### src/pkg/clock_fanout_defines.vh
/*
 * Constants of the clock fan-out output control: serial slave address,
 * byte positions of the configuration write, enable bit map, reset values.
 * Assumes inclusion by bare name from the design files.
 */
`ifndef CLOCK_FANOUT_DEFINES_VH
`define CLOCK_FANOUT_DEFINES_VH

`define CF_NUM_OUTPUTS     10
`define CF_SLAVE_ADDR      8'hd2
`define CF_BYTE_FIRST_DATA 4'h3
`define CF_BYTE_LAST_CFG   4'h5
`define CF_BYTE_LAST       4'h9
`define CF_EN_RESET        10'h3ff
`define CF_D0_LSB          3'h0
`define CF_D1_LSB          3'h4
`define CF_D2_LSB          3'h6
`define CF_D2_OUT          4'h8

`endif

### src/hdl/serial_rx_slave.v
/*
 * Write-only two-wire slave receiver. Finds start and stop conditions,
 * shifts bits MSB first, acknowledges the first ten bytes when the address matches, reports each
 * bit of the address byte and of acknowledged bytes with its byte position. Assumes clock and data inputs are already
 * synchronised to sys_clk; the data line is open drain with a pull-up.
 */
`timescale 1ns/1ps
`include "clock_fanout_defines.vh"

module serial_rx_slave (
    // Clock and reset
    input  wire       sys_clk,
    input  wire       sys_rst,
    // Synchronised bus lines
    input  wire       sclSync,
    input  wire       sdaSync,
    // Data line drive
    output reg        sdaOut,
    output reg        sdaOe,
    // Received bit report
    output reg        bitValid,
    output reg  [3:0] bitByte,
    output reg  [2:0] bitIndex,
    output reg        bitValue,
    // Frame state
    output reg        addrOk,
    output reg        frameEnd
);

    localparam IDLE = 2'h0;
    localparam RECV = 2'h1;
    localparam ACK  = 2'h2;

    reg [1:0] state_q;
    reg       sclPrev_q;
    reg       sdaPrev_q;
    reg [2:0] bitCnt_q;
    reg [7:0] shift_q;
    reg [3:0] byteCnt_q;
    reg       pend_q;
    reg       pendValue_q;

    wire sclRise = sclSync & ~sclPrev_q;
    wire sclFall = ~sclSync & sclPrev_q;
    wire startCond = sclSync & sclPrev_q & sdaPrev_q & ~sdaSync;
    wire stopCond  = sclSync & sclPrev_q & ~sdaPrev_q & sdaSync;
    wire [7:0] shiftNext = {shift_q[6:0], sdaSync};

    // Frame sequencer: bits are sampled on clock rise, ack driven after fall
    always @(posedge sys_clk or posedge sys_rst) begin
        if (sys_rst) begin
            state_q   <= IDLE;
            sclPrev_q <= 1'b1;
            sdaPrev_q <= 1'b1;
            bitCnt_q  <= 3'h0;
            shift_q   <= 8'h00;
            byteCnt_q <= 4'h0;
            pend_q      <= 1'b0;
            pendValue_q <= 1'b0;
            sdaOut    <= 1'b0;
            sdaOe     <= 1'b0;
            bitValid  <= 1'b0;
            bitByte   <= 4'h0;
            bitIndex  <= 3'h0;
            bitValue  <= 1'b0;
            addrOk    <= 1'b0;
            frameEnd  <= 1'b0;
        end else begin
            sclPrev_q <= sclSync;
            sdaPrev_q <= sdaSync;
            bitValid  <= 1'b0;
            frameEnd  <= 1'b0;
            if (startCond | stopCond) begin
                // Early stop or restart ends the frame; settings stay
                state_q   <= startCond ? RECV : IDLE;
                bitCnt_q  <= 3'h0;
                byteCnt_q <= 4'h0;
                addrOk    <= 1'b0;
                sdaOe     <= 1'b0;
                frameEnd  <= 1'b1;
                pend_q    <= 1'b0; // Cut pulse is no bit: later enables
            end else begin
                case (state_q)
                    IDLE: begin
                        sdaOe <= 1'b0;
                    end
                    RECV: begin
                        if (sclRise) begin
                            // Capture MSB first, bit 7 leads; commit waits for the fall
                            shift_q     <= shiftNext;
                            pendValue_q <= sdaSync;
                            pend_q      <= 1'b1;
                        end else if (sclFall & pend_q) begin
                            // Pulse ended with no start or stop: the bit is real
                            pend_q   <= 1'b0;
                            bitCnt_q <= bitCnt_q + 3'h1;
                            bitValid <= 1'b1;
                            bitByte  <= byteCnt_q;
                            bitIndex <= 3'h7 - bitCnt_q;
                            bitValue <= pendValue_q;
                            if (bitCnt_q == 3'h7) begin
                                state_q <= ACK;
                                sdaOut  <= 1'b0;
                                if (byteCnt_q == 4'h0) begin
                                    addrOk <= (shift_q == `CF_SLAVE_ADDR);
                                    sdaOe  <= (shift_q == `CF_SLAVE_ADDR);
                                end else begin
                                    sdaOe <= addrOk;
                                end
                            end
                        end
                    end
                    ACK: begin
                        if (sclFall) begin
                            // Ninth pulse over: release, then next byte or rest
                            sdaOe     <= 1'b0;
                            state_q   <= (~addrOk | (byteCnt_q == `CF_BYTE_LAST)) ? IDLE : RECV;
                            byteCnt_q <= byteCnt_q + 4'h1;
                        end
                    end
                    default: state_q <= IDLE;
                endcase
            end
        end
    end

endmodule // serial_rx_slave

### src/hdl/clock_fanout_ctrl.v
/*
 * Output control of a ten-output clock fan-out buffer with a serial
 * two-wire configuration port. Assumes the reference clock, output-enable
 * pin and bus lines arrive asynchronously to sys_clk and are resampled
 * here; the output copies are therefore delayed by the synchroniser.
 */
`timescale 1ns/1ps
`include "clock_fanout_defines.vh"

module clock_fanout_ctrl (
    // Clock and reset
    input  wire       sys_clk,
    input  wire       sys_rst,
    // Reference clock and global enable pin
    input  wire       refClk,
    input  wire       outEnable,
    // Serial two-wire port
    input  wire       serial_clock_line,
    input  wire       serial_data_line_in,
    output wire       serial_data_line_out,
    output wire       serial_data_line_oe,
    // Clock outputs with enables
    output reg  [9:0] clock_outputs,
    output reg  [9:0] clock_outputs_oe,
    // Status
    output wire [9:0] outEnables
);

    reg [1:0] refSync_q;
    reg [1:0] oeSync_q;
    reg [1:0] sclSync_q;
    reg [1:0] sdaSync_q;
    reg [9:0] enable_q;

    wire       bitValid;
    wire [3:0] bitByte;
    wire [2:0] bitIndex;
    wire       bitValue;
    wire       addrOk;

    // Two-flop synchronisers for all pins
    always @(posedge sys_clk or posedge sys_rst) begin
        if (sys_rst) begin
            refSync_q <= 2'h0;
            oeSync_q  <= 2'h0;
            sclSync_q <= 2'h3;
            sdaSync_q <= 2'h3;
        end else begin
            refSync_q <= {refSync_q[0], refClk};
            oeSync_q  <= {oeSync_q[0], outEnable};
            sclSync_q <= {sclSync_q[0], serial_clock_line};
            sdaSync_q <= {sdaSync_q[0], serial_data_line_in};
        end
    end

    serial_rx_slave rx (
        .sys_clk  (sys_clk),
        .sys_rst  (sys_rst),
        .sclSync  (sclSync_q[1]),
        .sdaSync  (sdaSync_q[1]),
        .sdaOut   (serial_data_line_out),
        .sdaOe    (serial_data_line_oe),
        .bitValid (bitValid),
        .bitByte  (bitByte),
        .bitIndex (bitIndex),
        .bitValue (bitValue),
        .addrOk   (addrOk),
        .frameEnd ()
    );

    // Enable bits load one by one as they arrive
    always @(posedge sys_clk or posedge sys_rst) begin
        if (sys_rst) begin
            enable_q <= `CF_EN_RESET;
        end else if (bitValid & addrOk) begin
            // Command and count bytes (1,2) and bytes past 5 fall through
            case (bitByte)
                `CF_BYTE_FIRST_DATA: if (bitIndex < `CF_D1_LSB)
                          enable_q[bitIndex] <= bitValue;
                `CF_BYTE_FIRST_DATA + 4'h1: if (bitIndex >= `CF_D1_LSB)
                          enable_q[bitIndex] <= bitValue;
                `CF_BYTE_LAST_CFG: if (bitIndex >= `CF_D2_LSB)
                          enable_q[{1'b0, bitIndex} - {1'b0, `CF_D2_LSB} + `CF_D2_OUT]
                              <= bitValue;
                default: enable_q <= enable_q;
            endcase
        end
    end

    assign outEnables = enable_q;

    // Output copies: pin low floats, enable zero drives low
    genvar i;
    generate
        for (i = 0; i < `CF_NUM_OUTPUTS; i = i + 1) begin : g_out
            always @(posedge sys_clk or posedge sys_rst) begin
                if (sys_rst) begin
                    clock_outputs[i]    <= 1'b0;
                    clock_outputs_oe[i] <= 1'b0;
                end else begin
                    clock_outputs_oe[i] <= oeSync_q[1];
                    clock_outputs[i]    <= oeSync_q[1] & enable_q[i] & refSync_q[1];
                end
            end
        end
    endgenerate

endmodule // clock_fanout_ctrl

### config.mk
export PLATFORM = sky130hd
export DESIGN_NAME = clock_fanout_ctrl
export DESIGN_NICKNAME = d
export VERILOG_FILES = /design/src/hdl/serial_rx_slave.v /design/src/hdl/clock_fanout_ctrl.v
export VERILOG_INCLUDE_DIRS = /design/src /design/src/pkg
export SDC_FILE = /design/constraint.sdc
export NUM_CORES = 1
export LEC_CHECK = 0
export BUFFER_PORTS_ARGS = -buffer_cell sky130_fd_sc_hd__buf_2
export CAP_MARGIN = 20
export CORE_MARGIN = 2
export CORE_UTILIZATION = 38
export CTS_CLUSTER_DIAMETER = 120
export DETAILED_ROUTE_END_ITERATION = 8
export HOLD_SLACK_MARGIN = 0.1
export REMOVE_ABC_BUFFERS = 1
export SYNTH_ARGS = -nofsm -noshare
export SYNTH_HDL_FRONTEND = slang
export SYNTH_HIERARCHICAL = 1
export SYNTH_SLANG_ARGS = --single-unit
### constraint.sdc
create_clock -name sys_clk -period 1.9 [get_ports sys_clk]
set_input_delay 0 -clock sys_clk [delete_from_list [all_inputs] [get_ports sys_clk]]
set_output_delay 0 -clock sys_clk [all_outputs]
set_load 0.02 [all_outputs]
Word level (Yosys, flattened, before mapping). Index checks and enable logic that the tools add are counted. Widths: inputs -> output; s select.

Register bits: 61. Input bits: 6. Output and inout port bits: 32.

Add/sub/neg operators: 5. Order comparisons: 7. Equality and inequality tests: 17. Muxes and demuxes: 42. Bitwise logic cells: 38. Reductions and logical operators: 21.

Operator list (count): $mux 10 (3); $pmux 10 s3 (1); $and 1x1->1 (29); $bwmux 10 (2); $mux 1 (20); $reduce_and 5->1 (3); $mux 3 (4); $mux 4 (3); $mux 2 (5); $reduce_bool 2->1 (5); $ne 3x1->1 const B (3); $eq 4x3->1 const B (2); $eq 8x8->1 const B (1); $ne 2x2->1 const B (4); $reduce_and 4->1 (2); $not 1->1 (7); $ge 3x3->1 const B (2); $pmux 2 s3 (1); $reduce_and 3->1 (2); $reduce_bool 3->1 (2); $lt 3x5->1 const B (1); $lt 4x5->1 const B (1); $add 4x1->4 const B (1); $add 4x4->4 const B (1); other kinds (22) (25).

Longest topological paths before layout. Gate-level depths: netlist (run 1).

Word-level depth: 9. Mapped depth: 6.

Hierarchy. Netlist (run 1), hierarchy kept.

By module, submodules not included: serial_rx_slave (times used 1, cells an instance 128, area each 1451.4 um2, sequential area each 803.3 um2); clock_fanout_ctrl (times used 1, cells an instance 94, area each 1255.0 um2, sequential area each 743.2 um2).

Worst setup path before layout (run 1). No wires, ideal clock.

Path kind: register -> register. Start point: register rx.bitIndex[2]. End point: register enable_q[1] (netlist: outEnables[1]). Setup time: 0.085 ns. Data arrival time: 1.651 ns. Slack: 0.164 ns. Cell stages (with the launch flop): 5. Period minus slack after synthesis: 1.736 ns. Path through: dfrtp_1 or3b_4 a211oi_4 nand4_1 mux2_1.

Longest elaborated chain between the ends: 9. Elaborated cells on any way between the ends: 25. Those cells by class: add/sub (2); order compare (7); eq/ne (3); mux (10); reduce/logical (3).

Ends and longest elaborated chain: from (decl) (line serial_rx_slave.v:23) `output reg [2:0] bitIndex,`; from (signal assigned) (line serial_rx_slave.v:99) `bitIndex <= 3'h7 - bitCnt_q;`; $sub 3x3->4 (line clock_fanout_ctrl.v:83) `` enable_q[{1'b0, bitIndex} - {1'b0, `CF_D2_LSB} + `CF_D2_OUT] ``; $add 4x4->4 (no source line); $lt 4x5->1 / $ge 4x1->1 (equally long branches) (line clock_fanout_ctrl.v:83); $logic_and 1x1->1 (line clock_fanout_ctrl.v:83); $mux 1 (line clock_fanout_ctrl.v:83); $demux 1 s4 (line clock_fanout_ctrl.v:83); $bwmux 10 (line clock_fanout_ctrl.v:83); $mux 10 (line clock_fanout_ctrl.v:82) `` `CF_BYTE_LAST_CFG: if (bitIndex >= `CF_D2_LSB) ``; $pmux 10 s3 (line clock_fanout_ctrl.v:77) `case (bitByte)`; to (signal, indexed assignment) (line clock_fanout_ctrl.v:79) `enable_q[bitIndex] <= bitValue;`; to (signal, indexed assignment) (line clock_fanout_ctrl.v:81) `enable_q[bitIndex] <= bitValue;`; to (signal assigned) (line clock_fanout_ctrl.v:85) `default: enable_q <= enable_q;`; to (decl) (line clock_fanout_ctrl.v:33) `reg [9:0] enable_q;`.

Several ways; a longest one is shown, not always the timed one. The select of a mux whose other input is x is not followed. A chain may end at the register's enable or synchronous reset.

Final worst setup path (run 1).
Start point: register rx.bitIndex[2]. End point: register enable_q[5] (netlist: outEnables[5]).

The elaborated chain is that of the path after synthesis.

==> results of run 1 <==
==> where the power goes <==
group	internal, W	total [W]	switching (W)
registers	0.00144	0.00161	0.000170
clock network	0.000841	0.00132	0.000477
logic	0.000259	0.000518	0.000258
==> through the flow <==
stage | utilization [%] | instances | instance area (µm²) | setup slack (ps) | power [W]
6_report | 47.5 | 367 | 3230 | 161 | 0.00345
5_1_grt | 47.5 | 367 | 3230 | 48.8 | 0.00365
4_1_cts | 47.4 | 366 | 3220 | 4.91 | 0.00351
3_5_place_dp | 43.2 | 346 | 2940 | 15.7 | 0.00215
3_3_place_gp | 43.2 | 346 | 2940 | 86.3 | 0.00213
2_1_floorplan | - | 207 | 2580 | 164 | 0.00196
==> cell usage in the layout, fill, tap and decap left out, types with 2 or more instances in the layout <==
cell type      count
dfrtp_1           44
buf_2             36
nand2_1           20
dfstp_2           16
mux2_2            14
inv_1             12
clkbuf_8          12
and3_1            11
o21ai_0           10
ha_1               9
buf_4              8
nor2_1             8
nand3_1            6
mux2_1             6
nand4_1            5
dlygate4sd3_1      5
a21oi_1            4
nand2b_1           3
o22ai_1            3
a21boi_0           2
and2b_1            2
mux2i_1            2
bufinv_16          2
xnor2_1            2
a22o_1             2
xor2_1             2
nand4b_1           2
==> flip-flops by register name, summed over array words and instances (netlist names), 2 cells and up <==
| signal | flops |
|---|---|
| rx/state_q | 2 |
| refSync_q | 2 |
| oeSync_q | 2 |
| sclSync_q | 2 |
| clock_outputs | 10 |
| rx/byteCnt_q | 4 |
| rx/bitByte | 4 |
| rx/bitCnt_q | 3 |
| sdaSync_q | 2 |
| rx/shift_q | 8 |
| rx/bitIndex | 3 |
| outEnables | 10 |
==> routing by layer <==
metal | vias to the layer above | wire, µm
met5 | - | 0
met4 | 0 | 91
met3 | 8 | 261
met2 | 52 | 2240
met1 | 830 | 2120
li1 | 851 | -
==> worst max-delay path: stages (launching register included) <==
cell,delay (ps)
dfrtp_1,410
or3b_4,420
a211oi_4,190
buf_4,190
nand4_1,120
mux2_1,330
==> worst paths after layout <==
path	startpoint	slack, ps	depth (start not counted)	end
min in group sys_clk	serial_clock_line	310	2	sclSync_q[0]
worst max-delay path	rx/bitIndex[2]	160	5	outEnables[5]
worst min register to register	refSync_q[0]	350	0	refSync_q[1]
worst max register to register	rx/bitIndex[2]	160	5	outEnables[5]
max in group asynchronous	sys_rst	1140	4	outEnables[5]
worst min-delay path	sys_rst	200	3	clock_outputs[9]
==> repair_timing <==
| item | in CTS | in global routing |
|---|---|---|
| endpoints found under the setup margin | 0 | 9 |
| buffers inserted | 0 | 1 |
| hold buffers | 5 | 0 |
| resized for setup | 0 | 0 |
| endpoints found under the hold margin | 54 | 0 |
==> area by class of cell <==
| cell class | count | area share (%) |
|---|---|---|
| clock inverters | 3 | 2.13 |
| inverters | 13 | 1.51 |
| repair buffers | 49 | 9.00 |
| multi-input cells | 134 | 31.4 |
| flip-flops and latches | 60 | 47.2 |
| well taps | 96 | 3.72 |
| clock buffers | 12 | 5.12 |
==> qor.csv, run 1 <==
stage,metric,value,unit
detailed_routing,vias,1741,
layout,multi_input_area,1010,µm²
timing,fin_tns_setup,0,ps
power,pwr_density_cell,1070,nW/µm²
detailed_routing,drc,0,
timing,slew_viol_final,0,
clock_network,clock_latency,330,ps
clock_network,clkTransAtPathRegs,70,ps
logic_synthesis,syn_area,2680,µm²
logic_synthesis,syn_inst,221,
die,start_util,39.5,%
layout,regArea,1520,µm²
die,die_w,88,µm
timing,period_needed,1740,ps
global_route,grtUsageMet2,22.1,%
logic_synthesis,ys_warn_count,6,
clock_network,cts_buffer_depth,2,
layout,fillers,641,
timing,hold_viol_final,0,
die,rows,30,
global_route,grt_antenna_before_repair,0,
power,leakagePower,1.59,nW
timing,finalClockSkew,7.25,ps
detailed_routing,wl_per_cell,12.8,µm
timing,whs,196,ps
global_route,grt_util_met3,5.28,%
timing,min_period_over_period,91.5,%
timing,setup_viol,0,
placed_design,post-dp-hpwl,3340,µm
global_route,grt_max_degree,32,
worst_setup_path,arrival,1990,ps
placed_design,gp_congestion,0.818,
power,ir_drop,0.728,mV
timing,rsz0062_at_grt,false,
global_route,grt_overflow_total,0,
clock_network,clock-root-buffer,clkbuf_8,
worst_setup_path,startpoint_type,register,
clock_network,cts_made_buffers,9,
outcome,status,"finished, final reports clean",
worst_setup_path,worstPathRequired,2150,ps
global_route,grt_busiest_layer,met2,
timing,max_freq,0.575,GHz
worst_setup_path,crit_fanout,10,
job,maxCapViolCount,0,
layout,layout.nets,282,
detailed_routing,drt_iter0_drc,52,
global_route,grt_usage,13.8,%
global_route,first_global_vias,1748,
global_route,met1_usage,16.3,%
detailed_routing,wirelength,4710,µm
placed_design,io_buffers,36,
clock_network,clock_sinks,60,
die,die_area,7740,µm²
layout,num_antenna_cells,0,
hold_path,hp-class,primary input to asynchronous set/reset pin,
worst_setup_path,crit_path_end_kind,register,
layout,area_growth,20.3,%
clock_network,htreeDepth,3,
logic_synthesis,avgSynthCellArea,12.1,µm²
clock_network,cts_tree,done,
global_route,grt_pass1_wl,8080,µm
worst_setup_path,crit_type,register to register,
detailed_routing,first_pass_iters,4,
layout,drive_gt1_share,36.9,%
detailed_routing,detail-route-antenna-nets,0,
detailed_routing,via_per_inst,4.74,
die,core,6790,µm²
die,io_pins,38,
die,die_h,88,µm
(Power assumes the default switching activity.)
==> run 2: changes to the inputs <==
- CORE_ASPECT_RATIO: default -> 0.7
==> run 2 against run 1 <==
Effect of this change:
- non-clock buffer count fell by 1
- flip-flop and latch count is the same
- worst setup slack worse by 1.4 ps
- clock-buffer cell count decreased by 2
- clock power fell by 27%
- routed wire length decreased by 1.2%
- die area grew 0.14%
- sequential power about the same
- highest routed layer unchanged
- via count shrank 2.5%
- combinational power shrank 1%
- largest power group unchanged
==> qor.csv, run 2 (synthesis results as in run 1) <==
stage,metric,value,unit,change
outcome,status,"finished, final reports clean",,
worst_setup_path,crit_fanout,10,,unchanged
timing,rsz0062_at_grt,false,,
layout,final_common_cell,dfrtp_1,,
power,ir_drop,0.514,mV,-29%
timing,setup_viol,0,,unchanged
global_route,grt_antenna_before_repair,0,,unchanged
global_route,grt_pass1_wl,8090,µm,about the same
layout,area_growth,17.5,%,
worst_setup_path,worstPathRequired,2150,ps,about the same
placed_design,dp_slack,58.0,ps,+42.3 ps
job,maxCapViolCount,0,,unchanged
worst_setup_path,crit_path_max_incr_delay,420,ps,about the same
worst_setup_path,crit_type,register to register,,
global_route,first_global_vias,1651,,-5.5%
clock_network,cts-resized-gates,0,,unchanged
layout,drive_gt1_share,36.5,%,-0.37 points
clock_network,clock_sinks,60,,unchanged
clock_network,clock_latency,330,ps,about the same
layout,layout.nets,281,,-0.35%
layout,num_antenna_cells,0,,unchanged
power,leakagePower,1.54,nW,-2.8%
timing,finalClockSkew,9.11,ps,+1.86 ps
detailed_routing,via_per_inst,4.65,,-2.0%
detailed_routing,vias,1697,,-2.5%
detailed_routing,detail-route-antenna-nets,0,,unchanged
die,start_util,39.5,%,about the same
placed_design,gp_congestion,0.787,,-3.8%
timing,min_period_over_period,91.6,%,about the same
global_route,grt_overflow_total,0,,unchanged
timing,period_needed,1740,ps,+1.44 ps
clock_network,cts_buffer_depth,2,,unchanged
global_route,grt_max_degree,32,,unchanged
hold_path,hp-class,primary input to asynchronous set/reset pin,,
detailed_routing,drc,0,,unchanged
detailed_routing,wirelength,4660,µm,-1.2%
placed_design,post-dp-hpwl,3360,µm,+0.65%
clock_network,cts_made_buffers,9,,unchanged
worst_setup_path,reg2reg_from,rx/bitIndex[2],,
worst_setup_path,timing.rr.end,outEnables[3],,
clock_network,clkTransAtPathRegs,70,ps,about the same
timing,fin_tns_setup,0,ps,unchanged
die,io_pins,38,,unchanged
detailed_routing,wl_per_cell,12.8,µm,-0.65%
power,pwr_density_cell,977,nW/µm²,-8.6%
timing,max_freq,0.575,GHz,about the same
placed_design,io_buffers,36,,unchanged
worst_setup_path,startpoint,rx/bitIndex[2],,
layout,final_cell_mix,"dfrtp_1, buf_2, nand2_1, dfstp_2, mux2_2",,
timing,slew_viol_final,0,,unchanged
detailed_routing,drt_iter0_drc,71,,+37%
die,die_w,104,µm,+19%
detailed_routing,first_pass_iters,4,,unchanged
timing,setup_ws,160,ps,-1.44 ps
worst_setup_path,cp_slowest_cell,dfrtp_1,,
timing,hold_viol_final,0,,unchanged
global_route,grt_usage,13.5,%,-0.25 points
clock_network,clock-root-buffer,clkbuf_8,,
worst_setup_path,crit_end,outEnables[3],,
die,die_h,74.3,µm,-16%
worst_setup_path,reg2reg_slack,160,ps,about the same
worst_setup_path,crit_path_end_kind,register,,
worst_setup_path,startpoint_type,register,,
clock_network,htreeDepth,3,,unchanged
die,core,6790,µm²,about the same
clock_network,cts_tree,done,,
die,rows,25,,-17%
worst_setup_path,arrival,1990,ps,about the same
worst_setup_path,cp_cell_sequence,or3b_4 -> a211oi_4 -> buf_4 -> nand4_1 -> mux2_1,,
die,die_area,7750,µm²,+0.14%
worst_setup_path,reg2regPathDepth,5,,unchanged
## run 2: changes by cell type in the layout (fill, tap and decap cells not counted), sizes merged
cell      previous run  this run
clkinvlp             0         3
bufinv               2         0
clkbuf              12        10
clkinv               1         3
buf                 44        43
## run 2: cell type report
class / count / area, µm²
fill: 654 / 3640
sequential: 60 / 1520
multi-input combinational: 134 / 1010
timing repair buffer: 48 / 283
clock buffer: 10 / 128
tap: 94 / 118
inverter: 13 / 48.8
clock inverter: 6 / 41.3
## run 2: how the worst min path moves through the flow
stage	startpoint	to	slack [ps]	cells after the start
global placement	sys_rst	refSync_q[0]	90	3
detailed placement	sys_rst	refSync_q[0]	100	3
CTS	sys_rst	refSync_q[0]	280	4
floorplan	serial_clock_line	sclSync_q[0]	4	0
global route	refClk	refSync_q[0]	280	2
finish	sys_rst	clock_outputs[0]	290	4
## run 2: stage by stage
stage	hold WS, ps	cells	instance area (µm²)	utilization (%)	power [W]
4_1_cts	281	364	3140	46.3	0.00312
3_5_place_dp	103	343	2930	43.1	0.00214
2_1_floorplan	4.48	207	2580	-	0.00196
6_report	295	365	3150	46.4	0.00308
3_3_place_gp	88.0	343	2930	43.1	0.00214
5_1_grt	282	365	3150	46.4	0.00329
## run 2: power by group
group / internal (W) / switching [W]
Clock: 0.000469 / 0.000489
Sequential: 0.00144 / 0.000166
Combinational: 0.000256 / 0.000255
Total: 0.00217 / 0.000910
## run 2: layer usage
layer	vias up	GRT usage (%)	share of wire, %
met5	-	0	0
met2	28	18.8	41
met1	814	18.9	54
li1	849	-	-
met3	6	5.43	3.9
met4	0	5.41	1.0
## run 2: worst max-delay path: cells and delay by family, from the launching register on
kind,cells,cell delay (ps)
simple gates,2,530
flops,1,420
mux,1,330
compound gates,1,190
buf+inv,1,190
## run 2: what timing repair did
item                       CTS  global route
setup endpoints to repair    0             6
hold buffers                 5             0
buffers inserted             0             1
hold endpoints to repair    64             0
